## config.mk

```make
export PLATFORM = sky130hd
export DESIGN_NAME = i2c_slave_addr_ack
export DESIGN_NICKNAME = d
export VERILOG_FILES = /design/src/logic/i2c_slave_addr_ack_pkg.sv /design/src/logic/i2c_slave_addr_ack.sv
export SDC_FILE = /design/constraint.sdc
export NUM_CORES = 1
export LEC_CHECK = 0
export ABC_CLOCK_PERIOD_IN_PS = 3800
export BUFFER_PORTS_ARGS = -buffer_cell sky130_fd_sc_hd__buf_2
export CORE_MARGIN = 10
export CORE_UTILIZATION = 55
export CTS_CLUSTER_SIZE = 10
export DETAILED_ROUTE_END_ITERATION = 10
export PLACE_DENSITY_LB_ADDON = 0.12
export SETUP_SLACK_MARGIN = 0.3
export SLEW_MARGIN = 10
export SYNTH_ARGS = -nofsm -noshare
export SYNTH_HDL_FRONTEND = slang
export SYNTH_SLANG_ARGS = --single-unit
```

## constraint.sdc

```tcl
create_clock -name clock -period 3.8 [get_ports clock]
set_input_delay 0.38 -clock clock [delete_from_list [all_inputs] [get_ports clock]]
set_output_delay 0.38 -clock clock [all_outputs]
set_load 0.03 [all_outputs]
```

## src/logic/i2c_slave_addr_ack_pkg.sv

```systemverilog
// shared constants and types for the i2c slave address and acknowledge block
package i2c_slave_addr_ack_pkg;

    // port mode select encodings
    localparam logic [3:0] MODE_SLAVE7 = 4'h6;
    localparam logic [3:0] MODE_SLAVE10 = 4'h7;
    localparam logic [3:0] MODE_SLAVE7_SS = 4'he;
    localparam logic [3:0] MODE_SLAVE10_SS = 4'hf;

    // 10-bit high byte prefix, bits 7..3 of the first byte
    localparam logic [4:0] TEN_BIT_PREFIX = 5'h1e;
    // position of the two top address bits in the slave address register
    localparam int ADDR_HI_MSB = 2;
    localparam int ADDR_HI_LSB = 1;

    // falling edges counted within a byte
    localparam logic [3:0] BIT_LAST_DATA = 4'h7;
    localparam logic [3:0] BIT_ACK_SLOT = 4'h8;

    // reset values
    localparam logic [7:0] SLAVE_ADDR_RESET = 8'h00;
    localparam logic [7:0] BYTE_RESET = 8'h00;

    // synchroniser depth before any logic reads a pin
    localparam int SYNC_STAGES = 2;

    typedef enum logic [2:0] {
        PH_IDLE = 3'b000,
        PH_ADDR = 3'b001,
        PH_ADDR_LO = 3'b010,
        PH_RX = 3'b011,
        PH_TX = 3'b100
    } phase_t;

    // software control bits
    typedef struct packed {
        logic [3:0] portModeSelect;
        logic addressHoldEnable;
        logic dataHoldEnable;
        logic ackDataValue;
    } ctrl_t;

    // status bits seen by software
    typedef struct packed {
        logic bufferFullFlag;
        logic receiveOverflowFlag;
        logic ackStatusFlag;
        logic ackTimingFlag;
        logic updateAddressFlag;
        logic serialEventFlag;
    } status_t;

endpackage
```

## src/logic/i2c_slave_addr_ack.sv

```systemverilog
// i2c slave: address recognition, acknowledge generation, clock stretching
`timescale 1ns/10ps

module i2c_slave_addr_ack
    import i2c_slave_addr_ack_pkg::*;
(
    // system
    input wire logic clock,
    input wire logic rst,
    // bus clock pin, open drain
    input wire logic busClockPinIn,
    output logic busClockPinOut,
    output logic busClockPinOe,
    // bus data pin, open drain
    input wire logic busDataPinIn,
    output logic busDataPinOut,
    output logic busDataPinOe,
    // software control
    input wire ctrl_t ctrl,
    input wire logic addrWrite,
    input wire logic [7:0] addrWriteData,
    input wire logic bufferRead,
    input wire logic overflowClear,
    input wire logic eventClear,
    input wire logic holdRelease,
    input wire logic [7:0] txData,
    // software status
    output status_t status,
    output logic [7:0] shiftBufferReg,
    output logic [7:0] slaveAddressReg
);

    logic [SYNC_STAGES-1:0] sclSync_r;
    logic [SYNC_STAGES-1:0] sdaSync_r;
    logic sclPrev_r;
    logic sdaPrev_r;
    logic sclRise;
    logic sclFall;
    logic startSeen;
    logic stopSeen;
    logic byteDone;
    logic ackEnd;
    logic ackRise;

    phase_t phase_r;
    logic [3:0] bitCnt_r;
    logic [7:0] rxShift_r;
    logic [7:0] txShift_r;
    logic [7:0] slaveAddr_r;
    logic [7:0] buffer_r;
    logic matched10_r;
    logic ackThis_r;
    logic softAckWait_r;
    logic uaPending_r;
    logic nextTx_r;
    logic skipFall_r;
    logic sclOe_r;
    logic sdaOe_r;
    logic bf_r;
    logic ov_r;
    logic ack_status_flag_r;
    logic ack_timing_flag_r;
    logic ua_r;
    logic event_r;

    logic ssMode;
    logic tenBit;
    logic [7:0] rxByte;
    logic match7;
    logic hiMatch;
    logic loMatch;
    logic addrPhase;
    logic holdThis;
    logic hwAck;
    logic takeByte;
    logic goTx;
    logic goRx;
    logic goLo;

    // pins pass two flops before any logic looks at them
    always_ff @(posedge clock) begin
        if (rst) begin
            sclSync_r <= '1;
            sdaSync_r <= '1;
            sclPrev_r <= 1'b1;
            sdaPrev_r <= 1'b1;
        end else begin
            sclSync_r <= {sclSync_r[SYNC_STAGES-2:0], busClockPinIn};
            sdaSync_r <= {sdaSync_r[SYNC_STAGES-2:0], busDataPinIn};
            sclPrev_r <= sclSync_r[SYNC_STAGES-1];
            sdaPrev_r <= sdaSync_r[SYNC_STAGES-1];
        end
    end

    assign sclRise = sclSync_r[SYNC_STAGES-1] & ~sclPrev_r;
    assign sclFall = ~sclSync_r[SYNC_STAGES-1] & sclPrev_r;
    assign startSeen = sclPrev_r & sclSync_r[SYNC_STAGES-1]
                       & sdaPrev_r & ~sdaSync_r[SYNC_STAGES-1];
    assign stopSeen = sclPrev_r & sclSync_r[SYNC_STAGES-1]
                      & ~sdaPrev_r & sdaSync_r[SYNC_STAGES-1];

    // eighth falling edge ends the byte; ninth ends the ack slot
    assign byteDone = sclFall & (bitCnt_r == BIT_LAST_DATA)
                      & (phase_r != PH_IDLE);
    assign ackEnd = sclFall & (bitCnt_r == BIT_ACK_SLOT)
                    & (phase_r != PH_IDLE);
    assign ackRise = sclRise & (bitCnt_r == BIT_ACK_SLOT);

    // mode decode
    assign ssMode = (ctrl.portModeSelect == MODE_SLAVE7_SS)
                    | (ctrl.portModeSelect == MODE_SLAVE10_SS);
    assign tenBit = (ctrl.portModeSelect == MODE_SLAVE10)
                    | (ctrl.portModeSelect == MODE_SLAVE10_SS);

    // the byte including the bit sampled on the eighth rising edge
    assign rxByte = rxShift_r;
    assign match7 = rxByte[7:1] == slaveAddr_r[7:1];
    assign hiMatch = (rxByte[7:3] == TEN_BIT_PREFIX)
                     & (rxByte[2:1] == slaveAddr_r[ADDR_HI_MSB:ADDR_HI_LSB]);
    assign loMatch = rxByte == slaveAddr_r;

    // byte classification at the end of a byte
    always_comb begin
        goTx = 1'b0;
        goRx = 1'b0;
        goLo = 1'b0;
        unique case (phase_r)
            PH_ADDR: begin
                if (!tenBit) begin
                    goTx = match7 & rxByte[0];
                    goRx = match7 & ~rxByte[0];
                end else begin
                    goLo = hiMatch & ~rxByte[0];
                    // read only after a full 10-bit write match
                    goTx = hiMatch & rxByte[0] & matched10_r;
                end
            end
            PH_ADDR_LO: goRx = loMatch;
            PH_RX: goRx = 1'b1;
            PH_TX: goTx = 1'b0;
            PH_IDLE: goRx = 1'b0;
        endcase
    end

    assign addrPhase = (phase_r == PH_ADDR) | (phase_r == PH_ADDR_LO);
    assign takeByte = goTx | goRx | goLo;
    assign holdThis = addrPhase ? ctrl.addressHoldEnable
                                : ctrl.dataHoldEnable;
    // automatic ack refused while buffer full or overflowed, except for a read address or a 10-bit high byte
    assign hwAck = takeByte & ~((phase_r == PH_RX) & (bf_r | ov_r))
                   & ~(goRx & (phase_r != PH_RX) & (bf_r | ov_r));

    // slave address register; software write releases the update hold
    always_ff @(posedge clock) begin
        if (rst) begin
            slaveAddr_r <= SLAVE_ADDR_RESET;
        end else if (addrWrite) begin
            slaveAddr_r <= addrWriteData;
        end
    end

    // the clock fall that closes a start is not a data bit
    always_ff @(posedge clock) begin
        if (rst) begin
            skipFall_r <= 1'b0;
        end else if (startSeen) begin
            skipFall_r <= 1'b1;
        end else if (sclFall) begin
            skipFall_r <= 1'b0;
        end
    end

    // bus phase and bit counting
    always_ff @(posedge clock) begin
        if (rst) begin
            phase_r <= PH_IDLE;
            bitCnt_r <= 4'h0;
            rxShift_r <= BYTE_RESET;
            matched10_r <= 1'b0;
            nextTx_r <= 1'b0;
        end else if (startSeen) begin
            phase_r <= PH_ADDR;
            bitCnt_r <= 4'h0;
        end else if (stopSeen) begin
            phase_r <= PH_IDLE;
            bitCnt_r <= 4'h0;
            matched10_r <= 1'b0;
        end else begin
            if (sclRise && bitCnt_r < BIT_ACK_SLOT) begin
                rxShift_r <= {rxShift_r[6:0], sdaSync_r[SYNC_STAGES-1]};
            end
            if (byteDone) begin
                bitCnt_r <= BIT_ACK_SLOT;
                nextTx_r <= goTx;
                // a low address byte ends only after its ack slot
                if (!takeByte && phase_r != PH_TX
                    && phase_r != PH_ADDR_LO) begin
                    phase_r <= PH_IDLE; // silent on mismatch
                end
                if (phase_r == PH_ADDR_LO) begin
                    matched10_r <= loMatch;
                end
            end else if (ackEnd) begin
                bitCnt_r <= 4'h0;
                if (phase_r == PH_TX) begin
                    // master nack ends the read
                    phase_r <= ack_status_flag_r ? PH_IDLE : PH_TX;
                end else if (phase_r == PH_ADDR_LO && !matched10_r) begin
                    phase_r <= PH_IDLE;
                end else if (phase_r == PH_ADDR && tenBit && !nextTx_r) begin
                    phase_r <= PH_ADDR_LO;
                end else begin
                    phase_r <= nextTx_r ? PH_TX : PH_RX;
                end
            end else if (sclFall && !skipFall_r
                         && bitCnt_r < BIT_LAST_DATA) begin
                bitCnt_r <= bitCnt_r + 4'h1;
            end
        end
    end

    // acknowledge decision and software hold of the ack slot
    always_ff @(posedge clock) begin
        if (rst) begin
            ackThis_r <= 1'b0;
            softAckWait_r <= 1'b0;
        end else if (startSeen || stopSeen) begin
            ackThis_r <= 1'b0;
            softAckWait_r <= 1'b0;
        end else if (byteDone && phase_r != PH_TX) begin
            ackThis_r <= hwAck;
            // software chooses the level when holding
            softAckWait_r <= takeByte & holdThis;
        end else if (holdRelease && softAckWait_r) begin
            softAckWait_r <= 1'b0;
        end
    end

    // data pin drive: ack low, or transmit bits; released in tx ack slot
    always_ff @(posedge clock) begin
        if (rst) begin
            sdaOe_r <= 1'b0;
            txShift_r <= BYTE_RESET;
        end else if (startSeen || stopSeen) begin
            sdaOe_r <= 1'b0;
        end else if (byteDone) begin
            if (phase_r == PH_TX) begin
                sdaOe_r <= 1'b0; // release for the master's ack
            end else begin
                // hardware ack unless software holds the slot
                sdaOe_r <= hwAck & ~holdThis;
            end
        end else if (holdRelease && softAckWait_r) begin
            sdaOe_r <= ~ctrl.ackDataValue;
        end else if (ackEnd) begin
            if ((nextTx_r && phase_r != PH_TX)
                || (phase_r == PH_TX && !ack_status_flag_r)) begin
                txShift_r <= txData;
                sdaOe_r <= ~txData[7];
            end else begin
                sdaOe_r <= 1'b0;
            end
        end else if (sclFall && phase_r == PH_TX
                     && bitCnt_r < BIT_LAST_DATA) begin
            txShift_r <= {txShift_r[6:0], 1'b0};
            sdaOe_r <= ~txShift_r[6];
        end
    end

    // clock stretch: software ack hold, or until address rewrite
    always_ff @(posedge clock) begin
        if (rst) begin
            uaPending_r <= 1'b0;
        end else if (startSeen || stopSeen) begin
            uaPending_r <= 1'b0;
        end else if (byteDone) begin
            // high byte matched, or low byte seen in any case
            uaPending_r <= goLo | (phase_r == PH_ADDR_LO);
        end else if (ackEnd) begin
            uaPending_r <= 1'b0;
        end
    end

    always_ff @(posedge clock) begin
        if (rst) begin
            sclOe_r <= 1'b0;
        end else if (byteDone && takeByte && holdThis
                     && phase_r != PH_TX) begin
            sclOe_r <= 1'b1;
        end else if (holdRelease && softAckWait_r) begin
            sclOe_r <= 1'b0;
        end else if (ackEnd && uaPending_r) begin
            sclOe_r <= 1'b1; // hold until slave address is rewritten
        end else if (addrWrite && ua_r) begin
            sclOe_r <= 1'b0;
        end
    end

    // update address flag; a new setting wins over a same-cycle write
    always_ff @(posedge clock) begin
        if (rst) begin
            ua_r <= 1'b0;
        end else if (ackEnd && uaPending_r) begin
            ua_r <= 1'b1;
        end else if (addrWrite) begin
            ua_r <= 1'b0;
        end
    end

    // receive buffer and its flags
    always_ff @(posedge clock) begin
        if (rst) begin
            buffer_r <= BYTE_RESET;
        end else if (byteDone && takeByte && phase_r != PH_TX) begin
            buffer_r <= rxByte;
        end
    end

    always_ff @(posedge clock) begin
        if (rst) begin
            bf_r <= 1'b0;
        end else if (byteDone && takeByte && phase_r != PH_TX) begin
            bf_r <= 1'b1;
        end else if (bufferRead) begin
            bf_r <= 1'b0;
        end
    end

    always_ff @(posedge clock) begin
        if (rst) begin
            ov_r <= 1'b0;
        end else if (byteDone && takeByte && phase_r != PH_TX && bf_r) begin
            ov_r <= 1'b1;
        end else if (overflowClear) begin
            ov_r <= 1'b0;
        end
    end

    // master's ack level while the device transmits
    always_ff @(posedge clock) begin
        if (rst) begin
            ack_status_flag_r <= 1'b0;
        end else if (ackRise && phase_r == PH_TX) begin
            ack_status_flag_r <= sdaSync_r[SYNC_STAGES-1];
        end
    end

    // ack timing flag, only with a hold enable set
    always_ff @(posedge clock) begin
        if (rst) begin
            ack_timing_flag_r <= 1'b0;
        end else if (byteDone && (takeByte || phase_r == PH_TX)
                     && (ctrl.addressHoldEnable || ctrl.dataHoldEnable)) begin
            ack_timing_flag_r <= 1'b1;
        end else if (ackEnd || startSeen || stopSeen) begin
            ack_timing_flag_r <= 1'b0;
        end
    end

    // serial event flag; set wins over software clear
    always_ff @(posedge clock) begin
        if (rst) begin
            event_r <= 1'b0;
        end else if ((byteDone && takeByte && !goLo)
                     || (byteDone && phase_r == PH_ADDR_LO)) begin
            event_r <= 1'b1;
        end else if (ackEnd && phase_r == PH_TX && !ack_status_flag_r) begin
            event_r <= 1'b1; // next transmit byte wanted
        end else if (ssMode && (startSeen || stopSeen)) begin
            event_r <= 1'b1;
        end else if (eventClear) begin
            event_r <= 1'b0;
        end
    end

    // open-drain pins only ever pull low
    always_ff @(posedge clock) begin
        if (rst) begin
            busClockPinOut <= 1'b0;
            busDataPinOut <= 1'b0;
        end else begin
            busClockPinOut <= 1'b0;
            busDataPinOut <= 1'b0;
        end
    end

    assign busClockPinOe = sclOe_r;
    assign busDataPinOe = sdaOe_r;
    assign shiftBufferReg = buffer_r;
    assign slaveAddressReg = slaveAddr_r;
    assign status = '{bufferFullFlag: bf_r,
                      receiveOverflowFlag: ov_r,
                      ackStatusFlag: ack_status_flag_r,
                      ackTimingFlag: ack_timing_flag_r,
                      updateAddressFlag: ua_r,
                      serialEventFlag: event_r};

endmodule // i2c_slave_addr_ack

```

=== Word level (Yosys, flattened, before mapping) ===
Cells that the tools add are included.

* Register bits: 57
* Memory bits (writable): 0
* Memories kept: 0
* Memory bits (read-only): 0
* Input bits: 32
* Word-level logic and storage cells: 216
* Latch bits: 0

* Multipliers: 0
* Bitwise gates (word level): 48
* Shifts and indexed selects: 0
* Muxes and demuxes: 54
* Eq/ne operators: 19
* Divide/modulo/power cells: 0
* $lt $le $gt $ge: 2
* $add $sub $neg: 1
* Reductions and logical operators: 67

{| class="wikitable"
|+ Operators with widths
! operator !! count
|-
| 1-bit two-way mux || 39
|-
| 1-bit logical AND || 29
|-
| 1-bit AND || 25
|-
| 3-bit two-way mux || 8
|-
| 7-bit two-way mux || 3
|-
| 2-bit nonzero test || 10
|-
| 1-bit inverter || 16
|-
| 4-bit nonzero test || 4
|-
| 4-bit == test (second input constant) || 3
|-
| 4-bit two-way mux || 3
|-
| 3-bit AND reduction || 3
|-
| 4-bit by 3-bit == test with 1-bit output (second input constant) || 2
|-
| 8-bit == test || 1
|-
| 7-bit == test || 1
|-
| 1-bit logical OR || 7
|-
| 1-bit bitwise OR || 7
|-
| 3-bit by 2-bit == test with 1-bit output (second input constant) || 2
|-
| 1-bit zero test || 6
|-
| 3-bit by 2-bit != test with 1-bit output (second input constant) || 2
|-
| 3-bit nonzero test || 2
|-
| 5-bit == test (second input constant) || 1
|-
| 5-bit AND reduction || 1
|-
| 5-bit OR reduction || 1
|-
| 4-bit by 1-bit adder with 4-bit output (second input constant) || 1
|-
| other kinds (12) || 14
|}

=== Depth between registers and ports, before layout ===
* Depth after elaboration: 15
* Depth in mapped cells: 10
* Gate-level depth less buffers: 8

=== Least setup slack after synthesis ===
OpenSTA, ideal clock, no wires.

* Path kind: register to register
* Start: reg slaveAddr_r[1] (netlist: slaveAddressReg[1])
* End: reg buffer_r[0] (netlist: shiftBufferReg[0])
* Path buffers: 1
* Clock period less this slack: 1.961 ns
* Path slack: 1.839 ns
* Setup time: 0.072 ns
* Arrival: 1.889 ns
* Stages on the path, launching flop included: 8
* Path through: dfxtp_1 xnor2_1 nand4_1 nor4_2 a31o_2 o21a_2 buf_6 mux2i_1

* Word-level cells in the longest chain between the ends: 10
* Elaborated cells on any way between the ends: 19
* Classes of those cells: 3 x eq/ne; 6 x mux; 8 x bitwise; 2 x reduce/logical

{| class="wikitable"
|+ Ends and longest elaborated chain
! item !! line !! RTL
|-
| start, declared || i2c_slave_addr_ack.sv:49 || <nowiki>logic [7:0] slaveAddr_r;</nowiki>
|-
| start signal, assigned || i2c_slave_addr_ack.sv:158 || <nowiki>slaveAddr_r <= addrWriteData;</nowiki>
|-
| 2-bit == test || i2c_slave_addr_ack.sv:119 || <nowiki>& (rxByte[2:1] == slaveAddr_r[ADDR_HI_MSB:ADDR_HI_LSB]);</nowiki>
|-
| 1-bit AND || i2c_slave_addr_ack.sv:119 ||
|-
| 1-bit AND (2 in series) || i2c_slave_addr_ack.sv:135 || <nowiki>goTx = hiMatch & rxByte[0] & matched10_r;</nowiki>
|-
| 1-bit two-way mux || i2c_slave_addr_ack.sv:129 || <nowiki>if (!tenBit) begin</nowiki>
|-
| 1-bit two-way mux || i2c_slave_addr_ack.sv:127 || <nowiki>unique case (phase_r)</nowiki>
|-
| 1-bit bitwise OR || i2c_slave_addr_ack.sv:146 || <nowiki>assign takeByte = goTx | goRx | goLo;</nowiki>
|-
| 1-bit bitwise OR * || i2c_slave_addr_ack.sv:146 ||
|-
| 1-bit logical AND * (2 in series) || i2c_slave_addr_ack.sv:314 || <nowiki>end else if (byteDone && takeByte && phase_r != PH_TX) begin</nowiki>
|-
| end signal, assigned || i2c_slave_addr_ack.sv:315 || <nowiki>buffer_r <= rxByte;</nowiki>
|-
| end, declared || i2c_slave_addr_ack.sv:50 || <nowiki>logic [7:0] buffer_r;</nowiki>
|}

Every way passes the cells marked *; elsewhere a longest branch is shown, timed or not.
A chain may end at the register's enable or synchronous reset.

=== Final worst setup path ===
* Start: reg bitCnt_r[1]
* End: reg buffer_r[3] (netlist: shiftBufferReg[3])

* Word-level cells in the longest chain between the ends: 5

{| class="wikitable"
|+ Ends and longest elaborated chain
! item !! line !! RTL
|-
| start, declared || i2c_slave_addr_ack.sv:46 || <nowiki>logic [3:0] bitCnt_r;</nowiki>
|-
| start signal, assigned || i2c_slave_addr_ack.sv:217 || <nowiki>bitCnt_r <= bitCnt_r + 4'h1;</nowiki>
|-
| 4-bit by 3-bit == test with 1-bit output || i2c_slave_addr_ack.sv:103 || <nowiki>assign byteDone = sclFall & (bitCnt_r == BIT_LAST_DATA)</nowiki>
|-
| 1-bit AND || i2c_slave_addr_ack.sv:103 ||
|-
| 1-bit AND || i2c_slave_addr_ack.sv:104 || <nowiki>& (phase_r != PH_IDLE);</nowiki>
|-
| 1-bit logical AND (2 in series) || i2c_slave_addr_ack.sv:314 ||
|}

No other way between the ends.

==> results by group <==
Outcome
  • Status: completed

Floorplanning
  • Initial Util: 56.44%
  • Die ar.: 0.008537 sq mm
  • Die Ht: 92.40 um
  • Chip Width: 92.40 um
  • Io pins: 58
  • Num rows: 26
  • Core area: 0.005107 sq mm

Setup path
  • Crit path launch: bitCnt_r[1]$_SDFFE_PP0P_
  • Reg2Reg Depth: 6
  • Worst Setup Start Kind: flop
  • Worst r2r src: bitCnt_r[1]$_SDFFE_PP0P_
  • WS Path Type: flop to flop
  • Critical Path AT: 2.52 ns
  • Worst r2r dst: shiftBufferReg[3]$_SDFFE_PP0P_
  • CP max FO: 12
  • Reg2reg setup slack: 1.54 ns
  • Setup crit end kind: flop
  • Critical path required time: 4.06 ns

Clock network
  • Total setup buffers inserted after CTS: 0
  • Reg clk slew, reported paths: 0.06 ns
  • Clock sink total: 57
  • CTS H-tree lvls: 3
  • Inserted Clock Buffers: 9
  • Clock Latency Late Sink: 0.34 ns
  • Clock Tree Buf Depth: 2
  • Clock Tree Root: clkbuf_8
  • Hold buffers post-CTS: 0
  • Resized cells post-CTS: 0
  • CTS tree: built

Cells and area
  • Most common cell after layout, fill and taps aside: dfxtp_1
  • Final cell area excluding filler cells: 0.003284 sq mm
  • Final core occ: 64.31%
  • Fraction of layout cells with a size suffix above 1: 22.98%
  • Area delta synth->final: 13.93%
  • Cell Count, Final, Fillers Out: 453
  • Ant. Diodes: 0
  • Filler cells: 475
  • Commonest non-fill, non-tap cells in the layout: dfxtp_1 (57), buf_2 (55), nand2_1 (50), nor2_1 (44), mux2i_1 (34)
  • Final nets: 413

Drt
  • Routed Antenna Nets: 0
  • Metal2 WL: 3203 um
  • Initial drt markers: 173
  • Via-to-Cell Ratio: 5.389
  • Wire length on met1: 3116 um
  • Met3 WL: 357 um
  • Drt pass-1 iters: 5
  • Routed vias: 2,441
  • DRC viols: 0
  • Final wirelength: 6830 um
  • Top layer in use: met4
  • Drt wl/cell: 15.08 um

Pwr
  • PwrDens: 376.5 mW/mm^2
  • Peak VDD IR: 303.7 uV
  • Static Leak: 1.387 nW

Yosys
  • Avg Cell Area, Syn: 8.529 sq um
  • Post-synth top area share: 39.58%
  • Yosys reg bits: 57
  • Post-synth ARST share: 0%
  • Seq/Total Area, Yosys: 39.58%
  • Dominant cell type by area after synthesis: dfxtp_1
  • Top post-synthesis cells by area: dfxtp_1 (40%), mux2i_1 (12%), nand2_1 (6.5%)
  • Synth warn: 0
  • Netlist cell types: 57
  • Synth Flop Type: dfxtp_1
  • Post-synth EDFFs: 0
  • Gate Count Post-Synth: 338
  • Syn Std Cell Area: 0.002883 sq mm

STA
  • Fmax: 441.5 MHz
  • Final TNS setup: 0 ns
  • Worst slew pin tran: 0.9003 ns
  • RSZ-0062 raised after global routing: false
  • Period utilisation layout: 59.60%
  • Final setup viols: 0
  • Final hold slack: 0.2252 ns
  • Final Max Tran Viols: 0
  • Final Hold Vio Count: 0
  • Period minus WS final: 2.265 ns
  • Slew margin rel.: 39.66%
  • Max Clock Skew: 0.007088 ns

Placement
  • Hpwl dp: 5139 um
  • DP Area: 0.003103 sq mm
  • # port buffers: 55
  • Global placement routability congestion: 0.8608
  • Post-Place Cells: 438

Worst hold path
  • Worst Hold Launch: busClockPinIn
  • Worst hold endpoint: sclSync_r[0]$_SDFF_PP1_
  • Hold crit path type: input port to flop
  • Hold Path Cell Cnt: 2

Global routing
  • Largest net degree at the start of global routing: 42
  • Initial antenna violation count: 0
  • Vias in the first global route: 2,406
  • Global-route wire length before repair: 11,300 um
  • GRT overflow: 0
  • GRT Util Overall: 16.11%

Run
  • Number of max-cap violations: 0
-- cell type report --
| type | count | area [sq um] | share of cell area (%) |
|---|---|---|---|
| Sequential cell | 57 | 1141 | 34.74 |
| Tap cell | 70 | 87.58 | 2.667 |
| Multi-Input combinational cell | 248 | 1569 | 47.77 |
| Timing Repair Buffer | 55 | 275.3 | 8.381 |
| Clock inverter | 2 | 12.51 | 0.3810 |
| Inverter | 8 | 30.03 | 0.9143 |
| Clock buffer | 13 | 168.9 | 5.143 |
-- cells in the mapped netlist (5+ instances only) --
master    instances
a21oi_1          14
o21ai_0           6
nand3_1           8
nor2_1           44
buf_4             9
xnor2_1           6
clkbuf_1         10
inv_1             8
dfxtp_1          57
nor3_1            7
buf_2             6
nand2_1          50
mux2i_1          34
or2_2             6
a211oi_1          5
nand2b_1          5
-- state kept, by name (all words and copies together) (netlist names), 2 cells and up --
signal,cells
bitCnt_r,4
phase_r,3
rxByte,8
sclSync_r,2
sdaSync_r,2
shiftBufferReg,8
slaveAddressReg,8
txShift_r,7
-- worst max path at each step --
stage / end / slack (ns) / depth (start not counted)
after global routing: shiftBufferReg[3]$_SDFFE_PP0P_ / 1.39 / 6
final: shiftBufferReg[3]$_SDFFE_PP0P_ / 1.54 / 6
after floorplan: shiftBufferReg[0]$_SDFFE_PP0P_ / 1.84 / 7
after global placement: shiftBufferReg[2]$_SDFFE_PP0P_ / 1.62 / 6
after CTS: shiftBufferReg[3]$_SDFFE_PP0P_ / 1.54 / 6
after detailed placement: shiftBufferReg[3]$_SDFFE_PP0P_ / 1.56 / 6
-- worst max-delay path, cell delays in order, from the launching register on --
cell and delay (ns):
dfxtp_1 0.37, ha_1 0.19, nand2_1 0.15, or4_4 0.64, nor2_1 0.21, o21a_2 0.38, mux2i_1 0.25
-- layer usage --
layer	track usage, %	vias to the layer above
met2	25.94	65
met5	1.190	-
met1	19.05	1117
met4	6.941	0
met3	5.408	15
li1	-	1244
-- power by group --
group | switching, mW | leakage [nW] | internal [mW] | total, mW
clock | 0.233 | 0.0915 | 0.285 | 0.518
combinational | 0.0602 | 0.834 | 0.0387 | 0.0988
sequential | 0.0121 | 0.462 | 0.608 | 0.620
-- cells by family (layout without fill, tap and decap cells) --
kind of cell    after synthesis  count (layout)  synth area share [%]
compound gates               55              55                 13.80
xor+xnor                      9               9                 2.735
fa+ha+maj                     2               2                0.8679
buf+inv                      34              78                 6.120
flops                        57              57                 39.58
mux                          34              34                 11.81
other cells                   1               2                0.1301
simple gates                146             146                 24.96
-- through the flow --
step / setup slack (ns) / power [mW]
2_1_floorplan: 1.839 / 0.6996
5_1_grt: 1.393 / 1.285
3_5_place_dp: 1.558 / 0.7326
3_3_place_gp: 1.616 / 0.7310
4_1_cts: 1.539 / 1.247
6_report: 1.535 / 1.237
No activity file was read; power rests on OpenSTA's default activity.
